<file path="config.mk">
export PLATFORM = sky130hd
export DESIGN_NAME = ust_sched
export DESIGN_NICKNAME = d
export VERILOG_FILES = /design/src/hdl/ust_pkg.sv /design/src/hdl/ust_txop.sv /design/src/hdl/ust_sid_lookup.sv /design/src/hdl/ust_sched.sv
export VERILOG_INCLUDE_DIRS = /design/src /design/src/hdl
export SDC_FILE = /design/constraint.sdc
export NUM_CORES = 2
export LEC_CHECK = 0
export BUFFER_PORTS_ARGS = -buffer_cell sky130_fd_sc_hd__buf_2
export CAP_MARGIN = 40
export CORE_ASPECT_RATIO = 0.7
export CORE_MARGIN = 2
export CORE_UTILIZATION = 38
export CTS_BUF_LIST = sky130_fd_sc_hd__clkbuf_2 sky130_fd_sc_hd__clkbuf_4 sky130_fd_sc_hd__clkbuf_8
export DETAILED_ROUTE_END_ITERATION = 12
export PLACE_DENSITY = 0.52
export SLEW_MARGIN = 5
export SYNTH_ARGS = -nofsm -noshare
export SYNTH_HDL_FRONTEND = slang
export SYNTH_SLANG_ARGS = --single-unit
export TNS_END_PERCENT = 100
</file>
<file path="constraint.sdc">
create_clock -name i_mclk -period 13 [get_ports i_mclk]
set_input_delay 2.6 -clock i_mclk [delete_from_list [all_inputs] [get_ports i_mclk]]
set_output_delay 2.6 -clock i_mclk [all_outputs]
set_load 0.01 [all_outputs]
</file>
<file path="src/hdl/ust_regs.svh">
// constants for the upstream transmit opportunity scheduler
// assumes inclusion by the package and every design file that needs it
`ifndef UST_REGS_SVH
`define UST_REGS_SVH
`define UST_SID_W 14
`define UST_SFID_W 32
`define UST_LEN_W 14
`define UST_MS_W 32
`define UST_DEF_W 10
`define UST_IDX_W 4
`define UST_REQMS_W 8
`define UST_N_SID 4
// broadcast sid and the well-known multicast request/data range
`define UST_SID_BCAST 14'h3FFF
`define UST_SID_WK_LO 14'h3FF1
`define UST_SID_WK_HI 14'h3FFE
`endif

</file>
<file path="src/hdl/ust_pkg.sv">
// types shared by the scheduler and its helpers
// assumes ust_regs.svh is on the include path
`default_nettype none
`include "ust_regs.svh"
package ust_pkg;
   // map information element kinds seen by the modem
   typedef enum logic [3:0] {
      UST_IE_REQ, UST_IE_REQDATA, UST_IE_IMAINT, UST_IE_SMAINT,
      UST_IE_SGRANT, UST_IE_LGRANT, UST_IE_ASGRANT, UST_IE_ALGRANT,
      UST_IE_AUGS, UST_IE_DACK, UST_IE_NULL
   } ust_ie_kind_type;
   typedef enum logic [1:0] {
      UST_TX_GRANT, UST_TX_UREQ, UST_TX_CREQ, UST_TX_CDATA
   } ust_tx_kind_type;
   typedef struct packed {
      logic valid;
      ust_ie_kind_type kind;
      logic [`UST_SID_W-1:0] sid;
      logic [`UST_LEN_W-1:0] len;
      logic [`UST_MS_W-1:0] start;
   } ust_ie_type;
   typedef struct packed {
      logic [`UST_SFID_W-1:0] sfid;
      logic [`UST_SID_W-1:0] sid;
      logic admitted;
   } ust_flow_type;
   typedef struct packed {
      logic valid;
      logic [`UST_IDX_W-1:0] idx;
      logic [`UST_DEF_W-1:0] defer;
      logic data;
   } ust_new_type;
   typedef struct packed {
      logic valid;
      logic [`UST_IDX_W-1:0] idx;
      logic ok;
   } ust_ack_type;
   typedef struct packed {
      logic valid;
      ust_tx_kind_type kind;
      logic [`UST_IDX_W-1:0] idx;
      logic [`UST_SID_W-1:0] sid;
      logic [`UST_SFID_W-1:0] sfid;
      logic [`UST_MS_W-1:0] start;
   } ust_tx_type;
endpackage
`default_nettype wire

</file>
<file path="src/hdl/ust_txop.sv">
// transmit opportunity count and start spacing for one map element
// assumes a sid hit flag from the lookup; purely combinational
`default_nettype none
`include "ust_regs.svh"
module ust_txop (
   // element under test
   input wire ust_pkg::ust_ie_kind_type i_kind,
   input wire logic [`UST_SID_W-1:0] i_sid,
   input wire logic [`UST_LEN_W-1:0] i_len,
   input wire logic i_hit,
   // request burst size in mini-slots
   input wire logic [`UST_REQMS_W-1:0] i_req_ms,
   // result
   output logic [`UST_LEN_W-1:0] o_cnt,
   output logic [`UST_LEN_W-1:0] o_spc
);
   import ust_pkg::*;
   logic [`UST_LEN_W-1:0] req_spc;

   // a zero burst size would divide by zero, so treat it as one slot
   assign req_spc = (i_req_ms == '0) ? `UST_LEN_W'(1) :
                    `UST_LEN_W'(i_req_ms);

   // count starts per kind and sid class
   always_comb begin
      o_spc = `UST_LEN_W'(1);
      o_cnt = '0;
      case (i_kind)
         UST_IE_REQ: begin
            if (i_hit) begin
               o_cnt = `UST_LEN_W'(1);
            end else begin
               o_spc = req_spc;
               o_cnt = i_len / req_spc;
            end
         end
         UST_IE_REQDATA: begin
            if (i_sid >= `UST_SID_WK_LO && i_sid <= `UST_SID_WK_HI) begin
               // low nibble is the start spacing
               o_spc = {10'h000, i_sid[3:0]};
               o_cnt = i_len / o_spc;
            end else if (i_sid != `UST_SID_BCAST) begin
               // other multicast: space by the request burst
               o_spc = req_spc;
               o_cnt = i_len / req_spc;
            end
         end
         UST_IE_IMAINT: o_cnt = `UST_LEN_W'(1);
         UST_IE_SMAINT, UST_IE_SGRANT, UST_IE_LGRANT, UST_IE_ASGRANT,
         UST_IE_ALGRANT, UST_IE_AUGS: o_cnt = `UST_LEN_W'(1);
         default: o_cnt = '0;
      endcase
   end
endmodule
`default_nettype wire

</file>
<file path="src/hdl/ust_sid_lookup.sv">
// finds which local flow owns a sid; lowest index wins on a tie
// assumes flows not yet admitted carry no valid sid
`default_nettype none
`include "ust_regs.svh"
module ust_sid_lookup #(
   parameter int N_SID = `UST_N_SID
) (
   // sid to find and flow table
   input wire logic [`UST_SID_W-1:0] i_sid,
   input wire ust_pkg::ust_flow_type [N_SID-1:0] i_flow,
   // result
   output logic o_hit,
   output logic [`UST_IDX_W-1:0] o_idx
);
   import ust_pkg::*;
   logic [N_SID-1:0] match;

   // only admitted flows hold a sid
   for (genvar g = 0; g < N_SID; g++) begin : g_cmp
      assign match[g] = i_flow[g].admitted && i_flow[g].sid == i_sid;
   end

   // priority pick
   always_comb begin
      o_hit = 1'b0;
      o_idx = '0;
      for (int i = N_SID - 1; i >= 0; i--) begin
         if (match[i]) begin
            o_hit = 1'b1;
            o_idx = `UST_IDX_W'(i);
         end
      end
   end
endmodule
`default_nettype wire

</file>
<file path="src/hdl/ust_sched.sv">
// upstream transmit opportunity scheduler for a cable modem
// assumes map elements arrive one per cycle in time order, a pulse at
// each map start, and random defer counts from the back-off logic
`default_nettype none
`include "ust_regs.svh"

// Notes on behaviour
// - every mini-slot where a burst may begin is an opportunity.
// - a request region yields length over request burst size starts.
// - request/data under sid 3FF4 allows a start every fourth slot.
// - a 24 slot request/data region gives 4, 3, 2 starts for 3FF6/8/C.
// - broadcast initial maintenance is one start at its first slot.
// - grants, maintenance and unicast requests are one dedicated start.
// - a lost map while awaiting a data ack counts the data delivered.
// - own grants first, then unicast requests, then contention.
// - at most one bandwidth request outstanding per service id.
// - no contention use for a service id with a request pending.
// - a configured policy may lift the ordering and the limits.
// - flows carry a 32-bit flow id and, when admitted, a 14-bit sid.
// - deferral counts only request or request/data opportunities.
// - a unicast request or grant ends deferral and is used instead.
module ust_sched #(
   parameter int N_SID = `UST_N_SID
) (
   // clock and reset
   input wire logic i_mclk,
   input wire logic i_reset_n,
   // map stream
   input wire ust_pkg::ust_ie_type i_ie,
   input wire logic i_map_start,
   input wire logic i_map_lost,
   input wire logic [`UST_REQMS_W-1:0] i_req_ms,
   // flows, new work and acknowledges
   input wire ust_pkg::ust_flow_type [N_SID-1:0] i_flow,
   input wire ust_pkg::ust_new_type i_new,
   input wire ust_pkg::ust_ack_type i_ack,
   input wire logic i_policy,
   // decisions and status
   output ust_pkg::ust_tx_type o_tx,
   output logic [`UST_LEN_W-1:0] o_txop,
   output logic o_delivered,
   output logic [N_SID-1:0] o_pending
);
   import ust_pkg::*;

   typedef struct packed {
      logic want;
      logic data;
      logic [`UST_DEF_W-1:0] defer;
      logic pending;
      logic await;
      logic owned;
   } ust_sid_st_type;

   typedef struct packed {
      ust_sid_st_type [N_SID-1:0] sid;
      ust_tx_type tx;
      logic [`UST_LEN_W-1:0] txop;
      logic deliv;
   } ust_state_type;

   ust_state_type st_r;
   ust_state_type st_nxt;
   logic hit;
   logic [`UST_IDX_W-1:0] hidx;
   logic [`UST_LEN_W-1:0] cnt;
   logic [`UST_LEN_W-1:0] spc;
   logic won;
   logic elig;
   logic [23:0] prod;

   // dedicated transfer kinds addressed to one modem
   function automatic logic is_grant(input ust_ie_kind_type k);
      is_grant = k == UST_IE_SGRANT || k == UST_IE_LGRANT ||
                 k == UST_IE_ASGRANT || k == UST_IE_ALGRANT ||
                 k == UST_IE_AUGS;
   endfunction

   function automatic logic is_cont(input ust_ie_kind_type k);
      is_cont = k == UST_IE_REQ || k == UST_IE_REQDATA;
   endfunction

   // sid ownership over the flow table
   ust_sid_lookup #(.N_SID(N_SID)) u_lookup (
      .i_sid(i_ie.sid),
      .i_flow(i_flow),
      .o_hit(hit),
      .o_idx(hidx)
   );

   // opportunity count and spacing of the current element
   ust_txop u_txop (
      .i_kind(i_ie.kind),
      .i_sid(i_ie.sid),
      .i_len(i_ie.len),
      .i_hit(hit),
      .i_req_ms(i_req_ms),
      .o_cnt(cnt),
      .o_spc(spc)
   );

   // next state; clears come first so a same-cycle set wins
   always_comb begin
      st_nxt = st_r;
      st_nxt.tx = '0;
      st_nxt.deliv = 1'b0;
      won = 1'b0;
      elig = 1'b0;
      prod = '0;
      if (i_map_start) begin
         for (int i = 0; i < N_SID; i++) begin
            st_nxt.sid[i].owned = 1'b0;
         end
      end
      // collision detection only; a miss hands retry to back-off logic
      if (i_ack.valid) begin
         st_nxt.sid[i_ack.idx].await = 1'b0;
         if (i_ack.ok) begin
            st_nxt.sid[i_ack.idx].pending = 1'b0;
         end else begin
            st_nxt.sid[i_ack.idx].want = 1'b0;
         end
      end
      // no resend after a damaged map, avoiding duplicates
      if (i_map_lost) begin
         for (int i = 0; i < N_SID; i++) begin
            if (st_r.sid[i].await) begin
               st_nxt.sid[i].await = 1'b0;
               st_nxt.deliv = 1'b1;
            end
         end
      end
      if (i_ie.valid) begin
         st_nxt.txop = cnt;
         if (hit && is_grant(i_ie.kind)) begin
            // own grant: used first, deferral abandoned
            st_nxt.tx.valid = 1'b1;
            st_nxt.tx.kind = UST_TX_GRANT;
            st_nxt.tx.idx = hidx;
            st_nxt.tx.sid = i_ie.sid;
            st_nxt.tx.sfid = i_flow[hidx].sfid;
            st_nxt.tx.start = i_ie.start;
            st_nxt.sid[hidx].pending = 1'b0;
            st_nxt.sid[hidx].want = 1'b0;
            st_nxt.sid[hidx].owned = 1'b1;
         end else if (hit && i_ie.kind == UST_IE_REQ) begin
            st_nxt.sid[hidx].owned = 1'b1;
            if (st_r.sid[hidx].want &&
                (!st_r.sid[hidx].pending || i_policy)) begin
               st_nxt.tx.valid = 1'b1;
               st_nxt.tx.kind = UST_TX_UREQ;
               st_nxt.tx.idx = hidx;
               st_nxt.tx.sid = i_ie.sid;
               st_nxt.tx.sfid = i_flow[hidx].sfid;
               st_nxt.tx.start = i_ie.start;
               st_nxt.sid[hidx].pending = 1'b1;
               st_nxt.sid[hidx].want = 1'b0;
            end
         end else if (!hit && is_cont(i_ie.kind) && cnt != '0) begin
            // one contention burst per element; a loser keeps its count
            for (int i = 0; i < N_SID; i++) begin
               elig = st_r.sid[i].want && !st_r.sid[i].await &&
                      (!st_r.sid[i].pending || i_policy) &&
                      // a map start frees its own first element already
                      (!(st_r.sid[i].owned && !i_map_start) ||
                       i_policy) &&
                      (i_ie.kind == UST_IE_REQ || st_r.sid[i].data);
               if (elig && {4'h0, st_r.sid[i].defer} >= cnt) begin
                  st_nxt.sid[i].defer = st_r.sid[i].defer -
                                        cnt[`UST_DEF_W-1:0];
               end else if (elig && !won) begin
                  won = 1'b1;
                  prod = {14'h0000, st_r.sid[i].defer} *
                         {10'h000, spc};
                  st_nxt.tx.valid = 1'b1;
                  st_nxt.tx.kind = (i_ie.kind == UST_IE_REQ) ?
                                   UST_TX_CREQ : UST_TX_CDATA;
                  st_nxt.tx.idx = `UST_IDX_W'(i);
                  st_nxt.tx.sid = i_flow[i].sid;
                  st_nxt.tx.sfid = i_flow[i].sfid;
                  st_nxt.tx.start = i_ie.start +
                                    {18'h0_0000, prod[13:0]};
                  st_nxt.sid[i].defer = '0;
                  st_nxt.sid[i].want = 1'b0;
                  if (i_ie.kind == UST_IE_REQ) begin
                     st_nxt.sid[i].pending = 1'b1;
                  end else begin
                     st_nxt.sid[i].await = 1'b1;
                  end
               end
            end
         end
      end
      // new contention entry from the back-off logic
      if (i_new.valid) begin
         st_nxt.sid[i_new.idx].want = 1'b1;
         st_nxt.sid[i_new.idx].data = i_new.data;
         st_nxt.sid[i_new.idx].defer = i_new.defer;
      end
   end

   // single state register
   always_ff @(posedge i_mclk or negedge i_reset_n) begin
      if (!i_reset_n) begin
         st_r <= '0;
      end else begin
         st_r <= st_nxt;
      end
   end

   // outputs straight from the state register
   assign o_tx = st_r.tx;
   assign o_txop = st_r.txop;
   assign o_delivered = st_r.deliv;
   for (genvar g = 0; g < N_SID; g++) begin : g_pend
      assign o_pending[g] = st_r.sid[g].pending;
   end

   for (genvar g = 0; g < N_SID; g++) begin : g_chk

   end
endmodule
`default_nettype wire

</file>
After elaboration in Yosys (flattened, before gate mapping):

Cells that the tools add are included.

* output and inout port bits: 104
* word-level logic and storage cells: 306
* register bits: 160

* divide/modulo/power cells: 2
* mux-type cells: 155
* eq/ne operators: 13
* multiply operators: 4
* $add $sub $neg: 8
* magnitude comparators: 12
* reduce and logical (&&, ||, !) cells: 80

Operators by type and width (count)
* 85-bit two-way mux: 10
* 60-bit bitwise mux: 12
* 145-bit two-way mux: 2
* 15-bit demux with 2-bit select: 9
* 60-bit two-way mux: 3
* 159-bit two-way mux: 1
* 12-bit two-way mux: 12
* 32-bit by 14-bit adder with 32-bit output: 4
* 14-bit two-way mux: 7
* 47-bit binary-select mux with 2-bit select: 1
* 1-bit two-way mux: 73
* 15-bit two-way mux: 4
* 14-bit equality test: 4
* 10-bit by 14-bit greater-or-equal comparator with 1-bit output: 4
* 10-bit by 14-bit multiplier with 14-bit output: 4
* 47-bit two-way mux: 1
* 14-bit one-hot mux with 3 select lines: 1
* 1-bit logical AND: 40
* 10-bit two-way mux: 4
* 10-bit subtractor: 4
* 15-bit binary-select mux with 2-bit select: 1
* 14-bit one-hot mux with 2 select lines: 1
* 1-bit logical NOT: 18
* 1-bit logical OR: 18
* 19 further kinds: 36

Depth between registers and ports, before layout:

* word-level depth: 43
* depth in mapped cells: 172
* depth with buffers taken out: 159

Hierarchy:

From an unflattened synthesis, not the netlist that was laid out.

* cell total of the unflattened synthesis: 4538
* area, all modules: 35242.6 um^2

Modules (own cells, without submodules)
* ust_sched: times used 1, area each 26335.3 um^2, sequential area each 4003.8 um^2, cells each 3270
* ust_txop: times used 1, area each 8081.5 um^2, sequential area each 0.0 um^2, cells each 1168
* ust_sid_lookup: times used 1, area each 825.8 um^2, sequential area each 0.0 um^2, cells each 100

Least setup slack after synthesis:

No wires, ideal clock.

* kind: input to register
* from: input port i_req_ms[5]
* to: register st_r (netlist bit o_tx[19])
* setup slack: -20208 ps
* data arrival time: 33087 ps
* cell stages on the path: 164
* cells stage by stage: or3_1 > clkbuf_1 > nor4_1 > or2_2 > inv_1 > ha_1 > and2_1 > nor2_1 > ha_1 > a21oi_1 > nor4_1 > a2bb2oi_1 > ha_1 > o21a_1 > o21a_1 > o21ai_1 > mux2_2 > ha_1 > [... 128 more ...] > a21o_1 > a21oi_1 > o21bai_1 > a21oi_1 > o21ai_0 > a21oi_1 > nor2b_1 > o21ai_0 > nor2b_1 > clkbuf_1 > inv_1 > nand3_1 > clkbuf_1 > clkbuf_1 > o21ai_0 > a21oi_1 > o21ai_0 > a22o_1

RTL lines
* start, declared: RTL line ust_sched.sv:32 `` input wire logic [`UST_REQMS_W-1:0] i_req_ms, ``
* end signal, assigned: RTL line ust_sched.sv:207 `st_r <= st_nxt;`
* end, declared: RTL line ust_sched.sv:62 `ust_state_type st_r;`

==> results.cfg <==
[synth]
ys_types = 110
synth.avg_cell_area_um2 = 7.81
synth_top_area_cell = ha_1
synth_ff_type = dfrtp_1
seq_area_frac_synth = 0.125
syn_area_um2 = 31700
ys.warnings.count = 0
synth_seq_cells = 158
async_flop_share = 1.00
synth_edf_count = 0
postSynthCellCount = 4061
synthTopCellsByArea = ha_1, dfrtp_1, fa_1, xnor2_1, nand2_1
synth.top_cell.area_share = 0.148

[clock_network]
htree_levels = 4
cts.path.max_buffers = 2
clkLatencyLatePin_ns = 0.60
cts.sinks = 158
cts-root-buf = clkbuf_8
numCtsBuffers = 17
tritoncts = yes
cts.clk_slew.worst_paths_ns = 0.11
cts_hold_buf = 0

[drt]
vias_per_cell = 5.54
drt_iter0_drc = 2870
ant_nets = 0
vias = 34700
drt-wirelength-per-cell_um = 21.1
routed_wl_mm = 132
route.detailed.drc = 0
dr.pass1.iters = 6

[setup_path]
reg2reg_depth = 31
timing.rr.end = o_tx[24]
crit_top_cell = o21a_1
r2r-start = st_r[121]
endpoint_kind = flop
arrival_ns = 30.48
crit_required_ns = 13.54
max_stage_delay_ns = 0.41
timing.reg2reg.setup_slack_ns = 5.71
cp_slowest_cell = or3_4
critPathLaunchType = input pin
crit_type = in2reg
critPathLaunch = i_req_ms[7]
critPathMaxFanout = 7

[layout]
drive_above_1_share = 0.348
layout_common_cells = buf_4, buf_2, ha_1
areaGrowthSynthToFinish_pct = 38.2
fin_nets = 5995
final_common_cell = buf_4

[sta]
drv_slew = 0
worst_slew_margin_rel = 0.279
worstMarginPinSlew_ns = 1.07
fin_tns_setup_ns = -2303.21
hold_viol_final = 0
fin_crit_ns = 29.95
fmax_mhz = 33.4
layout_setup_ws_ns = -16.95
finClkSkew_ns = 0.0266
rsz0062_at_grt = true
finalSetupViolations = 142
fin_crit_sh = 2.30

[die]
fp.dieH_um = 246
initial_core_util = 0.384
num_rows = 88
ioPinCount = 392
design.die.area_um2 = 85800
die_x_um = 349
core_area_um2 = 82600

[global_routing]
grt-ovfl-total = 0
antenna_found_initial = 21
grt_pass1_wl_mm = 199
grtUsageTotal = 0.299
grt_pass1_vias = 33500
grt_start_max_net_pins = 75

[worst_hold_path]
hold_depth = 1
hold_class = reg2reg
whs_endpoint = st_r[100]
min-delay-start = st_r[100]

[placement]
gp_congestion = 0.959
dp_hpwl_mm = 104
port_buffers = 389

[run_status]
outcome = complete, but fails checks
violations = setup timing

[flow_run]
cap_violations = 0
[through the flow]
step | hold slack, ns | std cells | instance area [µm²] | util | setup WS, ns
after global routing | 0.530 | 6264 | 43800 | 0.531 | -18.42
after detailed placement | 0.477 | 6011 | 40100 | 0.485 | -18.37
final | 0.503 | 6267 | 43800 | 0.531 | -16.95
after global placement | 0.472 | 6002 | 39900 | 0.484 | -18.20
after CTS | 0.505 | 6192 | 42400 | 0.514 | -16.30
after floorplan | 0.452 | 4062 | 32300 | - | -17.45
[cell usage after synthesis (all sizes together), types with 9 or more instances]
cell type	number
a211o	12
a211oi	24
a21boi	9
a21o	76
a21oi	237
a221o	12
a221oi	68
a22oi	56
a31oi	17
and2	108
and3	13
buf	143
clkbuf	155
dfrtp	158
fa	172
ha	376
inv	361
mux2	41
mux2i	27
nand2	373
nand2b	30
nand3	40
nand4	37
nor2	350
nor2b	28
nor3	148
nor4	15
o211ai	21
o21a	94
o21ai	232
o21bai	64
o221ai	31
o22ai	92
o31ai	36
o32ai	10
or2	22
or3	21
xnor2	163
xor2	72
[worst max-delay path, delay by kind of cell]
family	cells	cell delay (ns)
AND/OR/NAND/NOR	28	4.36
multiplexers	6	1.53
AO/OA/AOI/OAI	97	16.46
adder cells (fa/ha/maj)	16	3.98
buffers and inverters	13	1.50
[area by class of cell]
| class | count | area (µm²) |
|---|---|---|
| timing repair buffer | 1375 | 10200 |
| antenna | 15 | 37.5 |
| clock buffer | 18 | 248 |
| inverter | 363 | 1370 |
| multi-input combinational | 3244 | 26500 |
| tap | 1080 | 1350 |
| sequential | 158 | 3950 |
| clock inverter | 14 | 170 |
| fill | 7879 | 38800 |
[kinds of logic after synthesis]
family                     Yosys count  synth area share
xor gates and xnor gates           235            0.0649
buffers and inverters              661            0.0920
AOI/OAI and AO/OA                 1157             0.251
and+or+nand+nor                   1233             0.186
adders and majority gates          548             0.257
DFF                                158             0.125
other                                1          0.000118
muxes                               68            0.0237
[state kept, by name (all words and copies together) (netlist names)]
signal and count:
o_delivered 1, st_r 56, o_txop 14, o_pending 4, o_tx 83
[how the worst max path moves through the flow]
stage / endpoint / slack (ns) / cells after the start
after detailed placement: o_tx[31] / -18.37 / 159
after global placement: o_tx[29] / -18.20 / 161
after global routing: o_tx[21] / -18.42 / 160
final: o_tx[21] / -16.95 / 160
after floorplan: o_tx[14] / -17.45 / 171
after CTS: o_tx[27] / -16.30 / 158
[what timing repair did]
action,CTS,global route
gates cloned,5,7
endpoints found under the setup margin,142,142
buffers inserted,151,65
pin swaps,107,131
gates resized for setup,171,184
[layer usage]
metal | GRT usage | routed length, µm | part of all wire | vias up
met2 | 0.431 | 53700 | 0.41 | 1341
met4 | 0.0748 | 3060 | 0.023 | 6
met5 | 0 | 28 | 0.00021 | -
met1 | 0.441 | 63700 | 0.48 | 16700
met3 | 0.0721 | 12000 | 0.091 | 160
li1 | - | - | - | 16500
Power is not shown: default switching activity piles up to over one toggle a cycle in this logic, so the estimate is an artifact.
